--- src/verilog/bmsl_pkg.sv ---
// ****************************************************************
// Shared constants of the size and lane encoder.
// ****************************************************************
package bmsl_pkg;
  // Bus and request widths.
  localparam int ADDR_W = 32; // Processor-bus address width.
  localparam int LEN_W = 16; // Request byte-count width.
  localparam int LANES = 8; // Byte lanes of the 64-bit data path.
  // Transfer lengths in bytes.
  localparam logic [15:0] BEAT_BYTES = 16'h0008; // One doubleword.
  localparam logic [15:0] EXT_DBL_BYTES = 16'h0010; // Extended double.
  localparam logic [15:0] EXT_TRI_BYTES = 16'h0018; // Extended triple.
  localparam logic [15:0] BURST_BYTES = 16'h0020; // Four-doubleword burst.
  localparam logic [4:0] LINE_MASK = 5'h1f; // Offset bits inside a line.
  // Size field encodings.
  localparam logic [2:0] LOW_DW = 3'h0; // Eight-byte single beat.
  localparam logic [2:0] LOW_EXT_DBL = 3'h1; // Sixteen-byte extended.
  localparam logic [2:0] LOW_EXT_TRI = 3'h2; // Twenty-four-byte extended.
  localparam logic [2:0] LOW_BURST = 3'h2; // Burst code.
  localparam logic [7:0] ALL_LANES = 8'hff; // Every lane in use.
  // Descriptor: address, burst_n, extended bit, low code, lanes.
  localparam int DESC_W = ADDR_W + 1 + 1 + 3 + LANES; // Queue width.
  localparam int FIFO_DEPTH = 8; // Queue depth in descriptors.
endpackage : bmsl_pkg

--- src/verilog/bmsl_size_lane_encoder.sv ---
// How it works
// - Bursts drive the burst indicator low.
// - Single and extended beats keep indicator high.
// - Extended sizes only when extension is enabled.
// - A configuration bit disables the extended sizes.
// - Singles: extra bit 0, code 1-7, 0=8.
// - Extended: extra bit 1, 001=16, 010=24.
// - Burst: indicator low, extra 0, code 010.
// - All slaves have a 64-bit data path.
// - Requests split into legal size/alignment pieces.
// - Offset n selects lane n, lane 0 first.
// - N bytes at k use lanes k..k+N-1.
// - Singles never pass lane seven.
// - Mix singles, extended and bursts for any length.
// - Lane choice ignores endian configuration.
// - Bursts start only on 32-byte lines.
`timescale 1ns/10ps
`default_nettype none

// ****************************************************************
// Descriptor queue.
// ****************************************************************
module bmsl_fifo #(
  parameter int WIDTH = bmsl_pkg::DESC_W, // Word width.
  parameter int DEPTH = bmsl_pkg::FIFO_DEPTH // Word count.
) (
  input wire logic clk, // Bus clock.
  input wire logic rst_n, // Synchronous reset, active low.
  input wire logic in_valid, // Word offered.
  output logic in_ready, // Room for a word.
  input wire logic [WIDTH-1:0] in_data, // Offered word.
  output logic out_valid, // Word waiting.
  input wire logic out_ready, // Drain side takes the word.
  output logic [WIDTH-1:0] out_data // Oldest word.
);
  localparam int AW = (DEPTH > 1) ? $clog2(DEPTH) : 1; // Pointer width.
  localparam logic [AW:0] FULL = (AW + 1)'(DEPTH); // Full count.
  localparam logic [AW-1:0] LAST = AW'(DEPTH - 1); // Last slot.

  typedef struct packed {
    logic [DEPTH-1:0][WIDTH-1:0] mem; // Storage.
    logic [AW-1:0] wp; // Write slot.
    logic [AW-1:0] rp; // Read slot.
    logic [AW:0] cnt; // Words held.
  } bmsl_fifo_st_t;

  bmsl_fifo_st_t st_q; // Registered state.
  bmsl_fifo_st_t st_d; // Next state.
  logic push; // Word written this cycle.
  logic pop; // Word read this cycle.

  // Full and empty come straight from the count, so both are honest.
  assign in_ready = (st_q.cnt != FULL);
  assign out_valid = (st_q.cnt != '0);
  assign out_data = st_q.mem[st_q.rp];
  assign push = in_valid && in_ready;
  assign pop = out_valid && out_ready;

  // Pointers wrap at the last slot, so any depth works.
  always_comb begin
    st_d = st_q;
    if (push) begin
      st_d.mem[st_q.wp] = in_data;
      st_d.wp = (st_q.wp == LAST) ? '0 : st_q.wp + 1'b1;
    end
    if (pop) begin
      st_d.rp = (st_q.rp == LAST) ? '0 : st_q.rp + 1'b1;
    end
    if (push && !pop) begin
      st_d.cnt = st_q.cnt + 1'b1;
    end else if (pop && !push) begin
      st_d.cnt = st_q.cnt - 1'b1;
    end
  end

  // State register with synchronous reset.
  always_ff @(posedge clk) begin
    if (!rst_n) begin
      st_q <= '0;
    end else begin
      st_q <= st_d;
    end
  end

  chk_fifo_bound: assert property (@(posedge clk) disable iff (!rst_n)
    st_q.cnt <= FULL)
    else $error("Queue count beyond depth.");
endmodule : bmsl_fifo

// ****************************************************************
// Request splitter and size/lane encoder.
// ****************************************************************
module bmsl_size_lane_encoder #(
  parameter int DEPTH = bmsl_pkg::FIFO_DEPTH // Descriptor queue depth.
) (
  input wire logic CLK, // Bus clock, 100 MHz.
  input wire logic RST_N, // Synchronous reset, active low.
  input wire logic EXTENDED_CYCLE_ENABLE, // Allows 16/24-byte cycles.
  input wire logic REQ_VALID, // Transfer request offered.
  output logic REQ_READY, // Splitter idle, takes a request.
  input wire logic [31:0] REQ_ADDR, // First byte address.
  input wire logic [15:0] REQ_LEN, // Byte count.
  output logic BUSY, // Request being split.
  output logic TXN_VALID, // Bus transaction waiting.
  input wire logic TXN_READY, // Bus takes the transaction.
  output logic [31:0] TXN_ADDR, // Transaction address.
  output logic BURST_INDICATOR_N, // Low for a burst.
  output logic EXTENDED_SIZE_BIT, // High for an extended cycle.
  output logic [2:0] LOW_SIZE_CODE, // Low three size bits.
  output logic [7:0] LANE_EN // Bit n set when lane n carries data.
);
  typedef struct packed {
    logic busy_q; // Splitting in progress.
    logic rdy_q; // Request port open.
    logic ext_en_q; // Extension enable caught with the request.
    logic [31:0] addr_q; // Next byte to cover.
    logic [15:0] rem_q; // Bytes still to cover.
    logic ov_q; // Output stage full.
    logic [31:0] oaddr_q; // Output address.
    logic oburst_n_q; // Output burst indicator.
    logic oext_q; // Output extended bit.
    logic [2:0] olow_q; // Output low size code.
    logic [7:0] olane_q; // Output lanes.
  } bmsl_st_t;

  localparam bmsl_st_t RESET_ST = '{busy_q: 1'b0, rdy_q: 1'b1,
    ext_en_q: 1'b0, addr_q: '0, rem_q: '0, ov_q: 1'b0, oaddr_q: '0,
    oburst_n_q: 1'b1, oext_q: 1'b0, olow_q: '0, olane_q: '0};

  bmsl_st_t st_q; // Registered state.
  bmsl_st_t st_d; // Next state.
  logic q_in_ready; // Queue has room.
  logic q_out_valid; // Queue holds a descriptor.
  logic q_out_ready; // Output stage takes a descriptor.
  logic [bmsl_pkg::DESC_W-1:0] q_in; // Descriptor pushed.
  logic [bmsl_pkg::DESC_W-1:0] q_out; // Descriptor popped.
  logic push; // Descriptor produced this cycle.
  logic [15:0] chunk; // Bytes covered by this step.
  logic c_burst_n; // Step's burst indicator.
  logic c_ext; // Step's extended bit.
  logic [2:0] c_low; // Step's low size code.
  logic [7:0] c_lane; // Step's lanes.
  logic [2:0] off; // Byte offset inside the doubleword.
  logic [5:0] to_line; // Bytes left to the 32-byte line end.
  logic [3:0] room; // Bytes left to lane seven.
  logic [3:0] nsing; // Single-beat length.

  // ****************************************************************
  // Size choice for one step.
  // ****************************************************************
  // Largest legal size first; the queue keeps the bus side decoupled.
  always_comb begin
    off = st_q.addr_q[2:0];
    to_line = 6'h20 - {1'b0, st_q.addr_q[4:0]};
    room = 4'h8 - {1'b0, off};
    nsing = (st_q.rem_q < {12'h000, room}) ? st_q.rem_q[3:0] : room;
    chunk = {12'h000, nsing};
    c_burst_n = 1'b1;
    c_ext = 1'b0;
    c_low = nsing[2:0];
    // Lanes depend on offset and length only, never on endian mode.
    c_lane = (bmsl_pkg::ALL_LANES >> (4'h8 - nsing)) << off;
    if ((st_q.addr_q[4:0] & bmsl_pkg::LINE_MASK) == 5'h00 &&
        st_q.rem_q >= bmsl_pkg::BURST_BYTES) begin
      // Bursts only from a line start, so no wrapping burst occurs.
      chunk = bmsl_pkg::BURST_BYTES;
      c_burst_n = 1'b0;
      c_low = bmsl_pkg::LOW_BURST;
      c_lane = bmsl_pkg::ALL_LANES;
    end else if (st_q.ext_en_q && off == 3'h0 &&
        st_q.rem_q >= bmsl_pkg::EXT_TRI_BYTES &&
        {10'h000, to_line} >= bmsl_pkg::EXT_TRI_BYTES) begin
      chunk = bmsl_pkg::EXT_TRI_BYTES;
      c_ext = 1'b1;
      c_low = bmsl_pkg::LOW_EXT_TRI;
      c_lane = bmsl_pkg::ALL_LANES;
    end else if (st_q.ext_en_q && off == 3'h0 &&
        st_q.rem_q >= bmsl_pkg::EXT_DBL_BYTES &&
        {10'h000, to_line} >= bmsl_pkg::EXT_DBL_BYTES) begin
      chunk = bmsl_pkg::EXT_DBL_BYTES;
      c_ext = 1'b1;
      c_low = bmsl_pkg::LOW_EXT_DBL;
      c_lane = bmsl_pkg::ALL_LANES;
    end
  end

  assign push = st_q.busy_q && q_in_ready;
  assign q_in = {st_q.addr_q, c_burst_n, c_ext, c_low, c_lane};
  assign q_out_ready = !st_q.ov_q || TXN_READY;

  bmsl_fifo #(
    .WIDTH(bmsl_pkg::DESC_W),
    .DEPTH(DEPTH)
  ) u_queue (
    .clk(CLK),
    .rst_n(RST_N),
    .in_valid(push),
    .in_ready(q_in_ready),
    .in_data(q_in),
    .out_valid(q_out_valid),
    .out_ready(q_out_ready),
    .out_data(q_out)
  );

  // ****************************************************************
  // Splitter and output stage.
  // ****************************************************************
  // A full queue stalls the splitter; the bus stalls the queue.
  always_comb begin
    st_d = st_q;
    if (st_q.rdy_q && REQ_VALID && REQ_LEN != '0) begin
      st_d.busy_q = 1'b1;
      st_d.rdy_q = 1'b0;
      // Enable is caught per request so a mid-split change is safe.
      st_d.ext_en_q = EXTENDED_CYCLE_ENABLE;
      st_d.addr_q = REQ_ADDR;
      st_d.rem_q = REQ_LEN;
    end
    if (push) begin
      st_d.addr_q = st_q.addr_q + {16'h0000, chunk};
      st_d.rem_q = st_q.rem_q - chunk;
      if (st_q.rem_q == chunk) begin
        st_d.busy_q = 1'b0;
        st_d.rdy_q = 1'b1;
      end
    end
    if (q_out_ready) begin
      st_d.ov_q = q_out_valid;
      if (q_out_valid) begin
        {st_d.oaddr_q, st_d.oburst_n_q, st_d.oext_q, st_d.olow_q,
          st_d.olane_q} = q_out;
      end
    end
  end

  // State register with synchronous reset.
  always_ff @(posedge CLK) begin
    if (!RST_N) begin
      st_q <= RESET_ST;
    end else begin
      st_q <= st_d;
    end
  end

  assign REQ_READY = st_q.rdy_q;
  assign BUSY = st_q.busy_q;
  assign TXN_VALID = st_q.ov_q;
  assign TXN_ADDR = st_q.oaddr_q;
  assign BURST_INDICATOR_N = st_q.oburst_n_q;
  assign EXTENDED_SIZE_BIT = st_q.oext_q;
  assign LOW_SIZE_CODE = st_q.olow_q;
  assign LANE_EN = st_q.olane_q;

  // ****************************************************************
  // Checks.
  // ****************************************************************
  chk_burst_code: assert property (@(posedge CLK) disable iff (!RST_N)
    TXN_VALID && !BURST_INDICATOR_N |-> !EXTENDED_SIZE_BIT &&
      LOW_SIZE_CODE == 3'h2 && LANE_EN == 8'hff)
    else $error("Burst carries a wrong size code.");
  chk_ext_single: assert property (@(posedge CLK) disable iff (!RST_N)
    TXN_VALID && EXTENDED_SIZE_BIT |-> BURST_INDICATOR_N)
    else $error("Extended cycle marked as burst.");
  chk_ext_gated: assert property (@(posedge CLK) disable iff (!RST_N)
    push && c_ext |-> st_q.ext_en_q)
    else $error("Extended cycle while extension disabled.");
  chk_ext_code: assert property (@(posedge CLK) disable iff (!RST_N)
    TXN_VALID && EXTENDED_SIZE_BIT |-> TXN_ADDR[2:0] == 3'h0 &&
      (LOW_SIZE_CODE == 3'h1 || LOW_SIZE_CODE == 3'h2))
    else $error("Extended cycle with a bad code or offset.");
  chk_single_len: assert property (@(posedge CLK) disable iff (!RST_N)
    TXN_VALID && BURST_INDICATOR_N && !EXTENDED_SIZE_BIT |->
      $countones(LANE_EN) ==
        ((LOW_SIZE_CODE == 3'h0) ? 8 : int'(LOW_SIZE_CODE)))
    else $error("Single-beat lanes do not match its size.");
  chk_lane_start: assert property (@(posedge CLK) disable iff (!RST_N)
    TXN_VALID |-> LANE_EN[TXN_ADDR[2:0]] &&
      ((LANE_EN >> TXN_ADDR[2:0]) << TXN_ADDR[2:0]) == LANE_EN)
    else $error("Lanes do not start at the byte offset.");
  chk_burst_line: assert property (@(posedge CLK) disable iff (!RST_N)
    TXN_VALID && !BURST_INDICATOR_N |-> TXN_ADDR[4:0] == 5'h00)
    else $error("Burst off a line boundary.");
  chk_split_step: assert property (@(posedge CLK) disable iff (!RST_N)
    push && st_q.rem_q != chunk |=>
      st_q.addr_q == $past(st_q.addr_q) + {16'h0000, $past(chunk)} &&
      st_q.busy_q)
    else $error("Split step did not advance by its size.");
  chk_txn_hold: assert property (@(posedge CLK) disable iff (!RST_N)
    TXN_VALID && !TXN_READY |=> TXN_VALID && $stable(TXN_ADDR) &&
      $stable(LANE_EN))
    else $error("Transaction changed while stalled.");
  // The size code and offset together must stay inside the doubleword.
  chk_single_fits: assert property (@(posedge CLK) disable iff (!RST_N)
    TXN_VALID && BURST_INDICATOR_N && !EXTENDED_SIZE_BIT |->
      int'(TXN_ADDR[2:0]) +
        ((LOW_SIZE_CODE == 3'h0) ? 8 : int'(LOW_SIZE_CODE)) <= 8)
    else $error("Single beat runs past the last lane.");
  // Adding the lowest lane bit to one contiguous run leaves one bit set.
  chk_lane_run: assert property (@(posedge CLK) disable iff (!RST_N)
    TXN_VALID |-> $onehot({1'b0, LANE_EN} + (9'h001 << TXN_ADDR[2:0])))
    else $error("Lanes in use are not one contiguous run.");
endmodule : bmsl_size_lane_encoder
`default_nettype wire

--- config.mk ---
export PLATFORM = sky130hd
export DESIGN_NAME = bmsl_size_lane_encoder
export DESIGN_NICKNAME = d
export VERILOG_FILES = /design/src/verilog/bmsl_pkg.sv /design/src/verilog/bmsl_size_lane_encoder.sv
export SDC_FILE = /design/constraint.sdc
export NUM_CORES = 1
export LEC_CHECK = 0
export BUFFER_PORTS_ARGS = -buffer_cell sky130_fd_sc_hd__buf_4
export CAP_MARGIN = 20
export CORE_AREA = 2 2 209 191
export CTS_CLUSTER_SIZE = 12
export DETAILED_ROUTE_END_ITERATION = 7
export DIE_AREA = 0 0 211 193
export PLACE_DENSITY = 0.76
export SLEW_MARGIN = 20
export SYNTH_ARGS = -nofsm -noshare
export SYNTH_HDL_FRONTEND = slang
export SYNTH_SLANG_ARGS = --single-unit
export TNS_END_PERCENT = 10
--- constraint.sdc ---
create_clock -name CLK -period 5 [get_ports CLK]
set_input_delay 0.5 -clock CLK [delete_from_list [all_inputs] [get_ports CLK]]
set_output_delay 0.5 -clock CLK [all_outputs]
set_load 0.03 [all_outputs]
* Word-level counts from Yosys, hierarchy flattened
Cells that the tools add are included.
Widths: inputs -> output; s select.
** Operators by class
- Add/subtract/negate cells :: 9
- $lt $le $gt $ge :: 9
- Equal/unequal tests :: 4
- Shift-type cells :: 2
- Multiplexer cells :: 27
- Reductions and logical operators :: 25
** Operators with widths (number)
- $bwmux 360 :: 1
- $bmux 45 s3 :: 1
- $demux 45 s3 :: 1
- $mux 45 :: 2
- $mux 51 :: 1
- $mux 48 :: 1
- $add 32x16->32 :: 1
- $ge 16x5->1 const B :: 2
- $mux 8 :: 3
- $eq 16x16->1 :: 1
- $ge 16x6->1 const B :: 1
- $lt 16x4->1 :: 1
- $reduce_bool 16->1 :: 1
- $sub 16x16->16 :: 1
- $mux 3 :: 5
- $logic_and 1x1->1 :: 14
- $ge 6x5->1 const B :: 2
- $mux 4 :: 3
- $mux 5 :: 2
- $lt 3x4->1 const B :: 2
- $shl 8x3->8 :: 1
- $shr 8x4->8 const A :: 1
- $add 3x1->3 const B :: 2
- $eq 3x3->1 const B :: 2
- 17 further kinds :: 24
** Storage, ports and cells
- Register bits :: 467
- Input bits :: 53
- Output and inout port bits :: 48
- Word-level logic and storage cells :: 98

* Depth between registers and ports, before layout
Gate-level depths: netlist of the first run.
- Depth in word-level cells :: 10
- Mapped depth :: 22
- Gate-level depth less buffers :: 20

* Hierarchy
A second synthesis of the first run with hierarchy kept.
** Second synthesis, totals
- Cells, all modules :: 2572
- Area total of the unflattened synthesis :: 22929.5 um^2
** Modules (own cells, without submodules)
- bmsl_fifo :: times used 1, cells an instance 1842, area an instance 17280.3 um^2, sequential area each 7407.1 um^2
- bmsl_size_lane_encoder :: times used 1, cells an instance 730, area an instance 5649.2 um^2, sequential area each 1941.9 um^2

* Worst setup path after synthesis of the first run
No wires, ideal clock.
- Path type :: flip-flop to flip-flop
- Start point :: reg st_q (netlist bit off[1])
- End point :: reg st_q (netlist bit q_in[35])
- Setup time :: 120 ps
- Arrival :: 4611 ps
- Data required time :: 4880 ps
- Slack :: 269 ps
- Stages on the path, launching flop included :: 21
- Path buffers :: 3
- Clock period less this slack :: 4731 ps
- Path through :: dfxtp_1 clkbuf_1 inv_1 ha_1 ha_1 inv_1 ha_1 o21ai_0 nand2b_1 a211o_1 clkbuf_1 a21oi_1 nor2_1 ha_1 fa_1 a211oi_1 nor2_1 o211ai_1 clkbuf_1 nor3b_1 o31a_1
** Between the ends
- Longest elaborated chain between the ends :: 9
- Elaborated cells on any way between the ends :: 19
- Classes of those cells :: add/sub: 3; order compare: 3; mux: 5; reduce/logical: 8
** Ends and longest elaborated chain
- start: declaration :: RTL line bmsl_size_lane_encoder.sv:130 : bmsl_st_t st_q;
- start signal: assignment :: RTL line bmsl_size_lane_encoder.sv:241 : st_q <= st_d;
- parallel branches: the longest is 7 deep, another holds $lt 16x4->1
- $add 32x16->32 * :: RTL line bmsl_size_lane_encoder.sv:220 : st_d.addr_q = st_q.addr_q + {16'h0000, chunk};
- $mux 48 * :: RTL line bmsl_size_lane_encoder.sv:219 : if (push) begin
Every way passes the cells marked *.
A chain may end at the register's enable or synchronous reset.

* Final worst setup path of the first run
- Start point :: reg st_q (netlist bit off[0])
- End point :: reg st_q (netlist bit q_in[32])
The elaborated chain is that of the path after synthesis.

==> out/metrics.yaml, run 1 <==
pwr-share-comb_pct: 29.1
first_global_vias: 17100
crit_type: "flip-flop to flip-flop"
syn_to_final_growth_pct: 9.82
setup_ws_ns: 0.393
max-slew-margin-rel_pct: 24.7
dieArea_mm2: 0.0407
worstSetupStartpointType: "flip-flop"
switchingPower_mw: 3.92
numPortBuffers: 100
htreeDepth: 2
r2r_slack_ns: 0.39
synthTopCellsByArea: "dfxtp_1, nand2_1, mux4_2"
drive_gt1_share_pct: 13.3
synth_seq_cells: 467
cp_data_required_time_ns: 5.50
peakVddDrop_v: 0.000307
drt_first_pass_iters: 6
yosys_warnings: 0
report.final.slew_viol_count: 0
tightest_slew_ns: 1.13
nets: 2462
die_h_um: 193
synthTopCellsByCount: "nand2_1, dfxtp_1, a21oi_1, clkbuf_1, o21ai_0"
cts_tree: "done"
cts_sinks: 467
grt_overflow: 0
clkPwrFrac_pct: 30.4
vias: 17900
yosysUniqueCellTypes: 64
min_path_type: "input port to flip-flop"
dp_slack_ns: 0.346
num_io_pins: 101
power_leakage_nw: 7.83
coreArea_mm2: 0.0388
grt_max_degree: 178
final_util_pct: 59.4
finalHoldViolations: 0
drt_wl_total_um: 57900
start_util_pct: 54.1
power_frac_seq_pct: 40.5
cts_root_buf: "clkbuf_16"
holdWs_ns: 0.162
grtUsageTotal_pct: 28.1
synth_edf_count: 0
cp_max_fo: 12
viasPerCell: 6.16
synth.yosys.seq_area_share_pct: 44.6
fin_total_pwr_mw: 11.1
max-cap-violations: 0
end_kind: "flip-flop"
clockBufferDepth: 3
timing.fmax_mhz: 217
ys.flop_type: "dfxtp_1"
synth_area_mm2: 0.0210
post-route-period-util_pct: 92.1
remaining_drc_errors: 0
antenna_found_initial: 2
rows: 69
rsz0062_at_grt: "no"
synthArstFlopShare_pct: 0
clk_pin_slew_ns: 0.06
status: "finished clean"
finalClockSkew_ns: 0.0162
swShare_pct: 35.4
clock_latency_ns: 0.58
placed_area_mm2: 0.0216
hpwl_um: 34100
synth_area_leader_cell: "dfxtp_1"
die_w_um: 211
critPathArrivalTime_ns: 5.11
setup_viol: 0
p_int_mw: 7.14
place_inst: 2824
ant_nets: 0
synth.most_common_cell: "nand2_1"
period_needed_ns: 4.61
finalNonFillerCells: 2905
yosys.area.top_type_share_pct: 44.6
synth_nets: 2537
wl_per_cell_um: 19.9
drt_iter0_markers: 1801
syn_area_per_cell_um2: 8.56
synthCells: 2452
tns_ns: 0
grt_first_pass_wirelength_um: 91100
final_area_mm2: 0.0230
gp_congestion: 0.880
p_per_area_mw_per_mm2: 480
cts_buffers: 48
==> worst max-delay path, cell delays in order (launching register included) <==
cell      delay (ns)
dfxtp_1         0.33
inv_1           0.06
ha_1            0.20
ha_1            0.32
inv_1           0.06
ha_1            0.26
o21ai_0         0.16
nand2b_1        0.10
a211o_1         0.46
mux2i_1         0.32
or2_4           0.26
inv_1           0.06
ha_1            0.35
o21ai_0         0.10
o21bai_1        0.31
o2111a_1        0.46
nand2_1         0.22
or3_1           0.34
a31oi_1         0.15
==> layer usage <==
metal	vias up	GRT usage (%)	share of wire, %
met5	-	0	0.021
met3	116	6.04	10
li1	8377	-	-
met2	858	43.8	45
met1	8547	38.8	42
met4	2	9.75	2.5
==> layout make-up <==
| cell class | count | area [um2] |
|---|---|---|
| antenna | 1 | 2.50 |
| clock buffer | 72 | 1360 |
| clock inverter | 8 | 73.8 |
| fill | 3274 | 15700 |
| inverter | 25 | 101 |
| multi-input combinational | 1698 | 10500 |
| sequential | 467 | 9360 |
| tap | 497 | 622 |
| timing repair buffer | 137 | 1050 |
==> final timing paths <==
| kind | start | end | depth (start not counted) |
|---|---|---|---|
| worst max-delay path | off[0] | q_in[32] | 18 |
| worst min-delay path | EXTENDED_CYCLE_ENABLE | st_q[94] | 3 |
| worst min register to register | u_queue.st_q[186] | u_queue.st_q[186] | 2 |
| worst max register to register | off[0] | q_in[32] | 18 |
==> repair_timing <==
action                                  in CTS  in global routing
buffers inserted                             0                  0
resized for setup                            0                  1
hold buffers                                 0                  0
endpoints found under the setup margin       0                  5
==> sequential cells by signal (all words and copies together), names as in the netlist <==
register / flops
u_queue.st_q: 370
TXN_ADDR: 32
q_in: 29
st_q: 17
LANE_EN: 8
LOW_SIZE_CODE: 3
off: 3
BURST_INDICATOR_N: 1
BUSY: 1
EXTENDED_SIZE_BIT: 1
REQ_READY: 1
TXN_VALID: 1
==> power by group through the flow <==
stage                     Sequential (mW)  Combinational, mW  Clock (mW)
after CTS                            4.48               3.20        3.39
after floorplan                      4.24               2.71           0
after detailed placement             4.56               3.19           0
final                                4.48               3.22        3.36
after global routing                 4.53               3.50        3.55
after global placement               4.54               3.14           0
==> cells by family (layout without fill, tap and decap cells) <==
family	after synthesis	after routing	synth area share, %
and+or+nand+nor	839	839	16.5
AOI/OAI and AO/OA	668	668	18.1
DFF	467	467	44.6
buffers and inverters	287	242	5.91
muxes	147	147	12.4
adders and majority gates	33	33	2.06
xor gates and xnor gates	11	11	0.459
other	0	1	0
==> placed cells by master, fill, tap and decap left out, drive strengths merged, types with 5 or more instances in the layout <==
master / netlist / layout
xor2: 6 / 6
nor4: 14 / 14
clkinv: 1 / 6
a311oi: 5 / 5
nand3: 29 / 29
buf: 94 / 137
nand2b: 11 / 11
inv: 24 / 27
xnor2: 5 / 5
o211ai: 23 / 23
a31oi: 13 / 13
a21oi: 390 / 390
nand4: 12 / 12
and3: 10 / 10
o21ai: 116 / 116
nor2: 109 / 109
o31ai: 8 / 8
a211oi: 67 / 67
clkbuf: 168 / 72
a21o: 5 / 5
nand2: 589 / 589
or2: 8 / 8
mux2i: 54 / 54
mux4: 90 / 90
dfxtp: 467 / 467
or3: 14 / 14
ha: 29 / 29
nor3: 23 / 23
Note: power is estimated with default switching activity, not from simulation.
==> run 2, diff against run 1 <==
--- a/config.mk
+++ b/config.mk
@@ -11,7 +11,7 @@
 export CTS_CLUSTER_SIZE = 12
 export DETAILED_ROUTE_END_ITERATION = 7
 export DIE_AREA = 0 0 211 193
-export PLACE_DENSITY = 0.76
+export PLACE_DENSITY = 0.73
 export SLEW_MARGIN = 20
 export SYNTH_ARGS = -nofsm -noshare
 export SYNTH_HDL_FRONTEND = slang
==> constraint.sdc (replaced) <==
create_clock -name CLK -period 4.9 [get_ports CLK]
set_input_delay 0.49 -clock CLK [delete_from_list [all_inputs] [get_ports CLK]]
set_output_delay 0.49 -clock CLK [all_outputs]
set_load 0.03 [all_outputs]
==> out/metrics.yaml, run 2 (synthesized netlist as in run 1, its figures left out) <==
drive_gt1_share_pct: 13.6  # was 13.3%
wl_met2_um: 26500  # was 26100 um
placed_area_mm2: 0.0216  # about the same
end_kind: "flip-flop"  # unchanged
clock_latency_ns: 0.59  # was 0.58 ns
nFillCells: 3287  # was 3274
first_global_vias: 16800  # was 17100
final_area_mm2: 0.0232  # was 0.0230 mm2
grt_first_pass_wirelength_um: 90300  # was 91100 um
viasPerCell: 6.11  # was 6.16
antenna_cells: 0  # was 1
fin_total_pwr_mw: 11.5  # was 11.1 mW
worstSetupStartpointType: "flip-flop"  # unchanged
ant_nets: 0  # unchanged
tightest_slew_ns: 1.08  # was 1.13 ns
timing.fmax_mhz: 220  # was 217 MHz
vias: 17800  # was 17900
nets: 2465  # was 2462
final_cell_mix: "nand2_1, dfxtp_1, a21oi_1"  # unchanged
status: "finished clean"  # unchanged
final_common_cell: "nand2_1"  # unchanged
power_leakage_nw: 7.87  # was 7.83 nW
antenna_found_initial: 0  # was 2
cts_sinks: 467  # unchanged
remaining_drc_errors: 0  # unchanged
met3_length_um: 5440  # was 5780 um
finalNonFillerCells: 2908  # was 2905
finalHoldViolations: 0  # unchanged
clk_pin_slew_ns: 0.06  # about the same
finalClockSkew_ns: 0.0109  # was 0.0162 ns
crit_type: "flip-flop to flip-flop"  # unchanged
min_path_type: "input port to flip-flop"  # unchanged
cts_root_buf: "clkbuf_16"  # unchanged
clockBufferDepth: 3  # unchanged
max-slew-margin-rel_pct: 27.0  # was 24.7%
numPortBuffers: 100  # unchanged
largest_register_ffs: 370  # unchanged
critPathArrivalTime_ns: 5.06  # was 5.11 ns
highest_layer: "met4"  # was met5
dieArea_mm2: 0.0407  # unchanged
cts_tree: "done"  # unchanged
coreArea_mm2: 0.0388  # unchanged
max-cap-violations: 0  # unchanged
syn_to_final_growth_pct: 10.4  # was 9.82%
rows: 69  # unchanged
period_needed_ns: 4.55  # was 4.61 ns
cp_data_required_time_ns: 5.41  # was 5.50 ns
htreeDepth: 2  # unchanged
wl_met1_um: 24200  # was 24600 um
rsz0062_at_grt: "no"  # unchanged
drt_iter0_markers: 1688  # was 1801
report.final.slew_viol_count: 0  # unchanged
die_h_um: 193  # unchanged
drt_wl_total_um: 57500  # was 57900 um
cts_resized: 0  # unchanged
gp_congestion: 0.901  # was 0.880
hpwl_um: 34500  # was 34100 um
cts_setup_buffers: 0  # unchanged
peakVddDrop_v: 0.000492  # was 0.000307 V
die_w_um: 211  # unchanged
num_io_pins: 101  # unchanged
place_inst: 2827  # was 2824
p_per_area_mw_per_mm2: 496  # was 480 mW/mm2
grt_overflow: 0  # unchanged
grt_max_degree: 153  # was 178
setup_viol: 0  # unchanged
cts_buffers: 48  # unchanged
cp_max_fo: 12  # unchanged
start_util_pct: 54.1  # unchanged
max_flop_register: "u_queue.st_q"  # unchanged
hold_buffers: 0  # unchanged
grtUsageTotal_pct: 28.0  # was 28.1%
drt_first_pass_iters: 5  # was 6
wl_per_cell_um: 19.8  # was 19.9 um
post-route-period-util_pct: 92.8  # was 92.1%
tns_ns: 0  # unchanged
holdWs_ns: 0.159  # was 0.162 ns
==> run 2: path summary, 6_finish.rpt <==
check,startpoint,cells past startpoint,slack [ns],end
max,off[0],18,0.35,q_in[32]
min reg2reg,u_queue.st_q[117],2,0.45,u_queue.st_q[117]
max reg2reg,off[0],18,0.35,q_in[32]
min,EXTENDED_CYCLE_ENABLE,3,0.16,st_q[94]
==> run 2: layer usage <==
layer | GRT usage [%] | vias up
li1 | - | 8390
met3 | 5.26 | 106
met1 | 37.9 | 8486
met5 | 0 | -
met4 | 8.91 | 0
met2 | 45.4 | 788
==> run 2: critical path: stages, from the launching register on <==
cell and delay (ns):
dfxtp_1 0.33, inv_1 0.06, ha_1 0.21, ha_1 0.32, inv_1 0.05, ha_1 0.26
o21ai_0 0.16, nand2b_1 0.09, a211o_2 0.45, mux2i_1 0.33, or2_4 0.26, inv_1 0.06
ha_1 0.35, o21ai_0 0.10, o21bai_1 0.34, o2111a_2 0.39, nand2_1 0.18, or3_1 0.34
a31oi_1 0.16
==> run 2: stage by stage <==
stage	setup slack [ns]	util (%)
6_report	0.352	59.7
5_1_grt	0.0255	59.7
4_1_cts	0.101	59.7
3_5_place_dp	0.130	55.7
3_3_place_gp	0.230	55.7
2_1_floorplan	0.169	-
==> run 2: layout make-up <==
cell class / instances / area (um2) / share of cell area, %
clock buffer: 76 / 1430 / 6.16
clock inverter: 5 / 108 / 0.465
inverter: 25 / 101 / 0.438
multi-input combinational: 1698 / 10500 / 45.2
sequential: 467 / 9360 / 40.4
tap: 497 / 622 / 2.69
timing repair buffer: 140 / 1080 / 4.65
==> run 2: report_power, final <==
| part | internal (mW) | leakage (nW) | switching [mW] |
|---|---|---|---|
| Sequential | 4.09 | 3.78 | 0.441 |
| Clock | 2.10 | 0.745 | 1.51 |
| Combinational | 1.28 | 3.34 | 2.07 |
| Total | 7.47 | 7.87 | 4.02 |
==> run 3, diff against run 2 <==
--- a/config.mk
+++ b/config.mk
@@ -7,11 +7,11 @@
 export LEC_CHECK = 0
 export BUFFER_PORTS_ARGS = -buffer_cell sky130_fd_sc_hd__buf_4
 export CAP_MARGIN = 20
-export CORE_AREA = 2 2 209 191
+export CORE_AREA = 4 4 211 193
 export CTS_CLUSTER_SIZE = 12
 export DETAILED_ROUTE_END_ITERATION = 7
-export DIE_AREA = 0 0 211 193
-export PLACE_DENSITY = 0.73
+export DIE_AREA = 0 0 215 197
+export PLACE_DENSITY = 0.76
 export SLEW_MARGIN = 20
 export SYNTH_ARGS = -nofsm -noshare
 export SYNTH_HDL_FRONTEND = slang
==> constraint.sdc (replaced) <==
create_clock -name CLK -period 3.7 [get_ports CLK]
set_input_delay 0.37 -clock CLK [delete_from_list [all_inputs] [get_ports CLK]]
set_output_delay 0.37 -clock CLK [all_outputs]
set_load 0.03 [all_outputs]
==> out/metrics.yaml, run 3 (synthesized netlist as in run 1, its figures left out) <==
status: "complete, but fails checks"  # was finished clean
violations: "setup timing"
max-cap-violations: 0  # unchanged
end_kind: "flip-flop"  # unchanged
placed_area_mm2: 0.0223  # was 0.0216 mm2
coreArea_mm2: 0.0382  # was 0.0388 mm2
viasPerCell: 6.17  # was 6.11
final_util_pct: 63.0  # was 59.7%
htreeDepth: 2  # unchanged
clk_pin_slew_ns: 0.06  # about the same
finalClockSkew_ns: 0.0158  # was 0.0109 ns
grt_first_pass_wirelength_um: 94400  # was 90300 um
r2r_slack_ns: -0.05  # was 0.35 ns
final_cell_mix: "nand2_1, dfxtp_1, a21oi_1"  # unchanged
antenna_cells: 0  # unchanged
min_path_type: "input port to flip-flop"  # unchanged
num_io_pins: 101  # unchanged
drive_gt1_share_pct: 18.7  # was 13.6%
cts_buffers: 48  # unchanged
numPortBuffers: 100  # unchanged
grt_overflow: 0  # unchanged
post-route-period-util_pct: 101  # was 92.8%
dieArea_mm2: 0.0424  # was 0.0407 mm2
remaining_drc_errors: 0  # unchanged
clock_latency_ns: 0.59  # about the same
power_leakage_nw: 8.31  # was 7.87 nW
p_per_area_mw_per_mm2: 659  # was 496 mW/mm2
grt_max_degree: 124  # was 153
nets: 2544  # was 2465
grtUsageTotal_pct: 27.2  # was 28.0%
cp_max_fo: 6  # was 12
period_needed_ns: 3.75  # was 4.55 ns
peakVddDrop_v: 0.000522  # was 0.000492 V
die_w_um: 215  # was 211 um
setup_ws_ns: -0.0480  # was 0.352 ns
antenna_found_initial: 1  # was 0
hpwl_um: 37500  # was 34500 um
rsz0062_at_grt: "yes"  # was no
start_util_pct: 54.9  # was 54.1%
pwr-share-comb_pct: 33.0  # was 29.1%
tns_ns: -0.336  # was 0 ns
tightest_slew_ns: 0.910  # was 1.08 ns
syn_to_final_growth_pct: 14.8  # was 10.4%
max-slew-margin-rel_pct: 39.4  # was 27.0%
cp_data_required_time_ns: 4.20  # was 5.41 ns
cts_root_buf: "clkbuf_16"  # unchanged
switchingPower_mw: 5.52  # was 4.02 mW
first_global_vias: 17900  # was 16800
drt_first_pass_iters: 7  # was 5
clockBufferDepth: 3  # unchanged
cts_tree: "done"  # unchanged
final_area_mm2: 0.0241  # was 0.0232 mm2
rows: 68  # was 69
max_flop_register: "u_queue.st_q"  # unchanged
finalNonFillerCells: 2976  # was 2908
report.final.slew_viol_count: 0  # unchanged
vias: 18300  # was 17800
p_int_mw: 10.4  # was 7.47 mW
largest_register_ffs: 370  # unchanged
swShare_pct: 34.8  # was 35.0%
setup_viol: 10  # was 0
crit_type: "flip-flop to flip-flop"  # unchanged
timing.fmax_mhz: 267  # was 220 MHz
clkPwrFrac_pct: 29.9  # was 31.4%
final_common_cell: "nand2_1"  # unchanged
wl_per_cell_um: 20.0  # was 19.8 um
place_inst: 2889  # was 2827
drt_iter0_markers: 1718  # was 1688
drt_wl_total_um: 59600  # was 57500 um
holdWs_ns: 0.0443  # was 0.159 ns
cts_sinks: 467  # unchanged
critPathArrivalTime_ns: 4.25  # was 5.06 ns
gp_congestion: 0.889  # was 0.901
die_h_um: 197  # was 193 um
finalHoldViolations: 0  # unchanged
ant_nets: 0  # unchanged
worstSetupStartpointType: "flip-flop"  # unchanged
power_frac_seq_pct: 37.1  # was 39.5%
==> run 3: cell count changes in the layout (fill, tap and decap cells not counted), sizes merged <==
cell    delta
bufinv     -1
inv        -2
buf       +79
clkbuf     -6
clkinv     +5
==> run 3: through the flow <==
stage | total power, mW | worst slack [ns]
floorplan | 9.51 | -0.226
global placement | 10.8 | -0.0202
detailed placement | 11.0 | -0.145
CTS | 15.7 | -0.0326
global route | 16.6 | -0.189
finish | 15.9 | -0.0480
==> run 3: cell type report <==
cell class	instances	area, um2
fillers	3043	14100
multi-input cells	1698	10800
flip-flops and latches	467	9370
repair buffers	219	1690
clock buffers	70	1440
well taps	490	613
inverters	25	114
clock inverters	7	96.3
==> run 3: critical path, cell delays in order, from the launching register on <==
cell      delay, ns
dfxtp_4        0.37
inv_4          0.04
ha_4           0.16
ha_4           0.26
inv_2          0.04
ha_4           0.22
o21ai_2        0.10
nand2b_1       0.09
a211o_4        0.40
mux2i_2        0.18
or2_4          0.27
buf_4          0.15
ha_4           0.26
o21ai_0        0.06
a21oi_1        0.18
nor2_1         0.07
o211ai_1       0.38
buf_4          0.20
nor3_1         0.04
a211oi_1       0.19
==> run 3: path summary, 6_finish.rpt <==
path	startpoint	end	cells after the start
max reg2reg	off[0]	st_q[59]	19
min reg2reg	u_queue.st_q[168]	u_queue.st_q[168]	2
max	off[0]	st_q[59]	19
min	EXTENDED_CYCLE_ENABLE	st_q[94]	3
==> run 3: power groups by stage <==
stage / Clock, mW / Sequential (mW) / Combinational, mW
2_1_floorplan: 0 / 5.73 / 3.77
3_3_place_gp: 0 / 5.98 / 4.86
3_5_place_dp: 0 / 5.99 / 4.96
4_1_cts: 4.78 / 5.89 / 5.05
5_1_grt: 4.97 / 5.95 / 5.65
6_report: 4.74 / 5.89 / 5.24
==> run 3: timing repair <==
item | in CTS | in global routing
resized for setup | 28 | 27
buffers inserted | 7 | 2
cloned | 1 | 0
hold buffers | 0 | 0
setup endpoints to repair | 68 | 95
pin swaps | 27 | 25
==> run 3: layer usage <==
layer,vias to the layer above,GRT usage [%],share of wire (%)
met1,8686,37.4,42
li1,8554,-,-
met5,-,0,0.020
met4,2,9.28,2.7
met3,158,4.62,10
met2,948,44.1,45
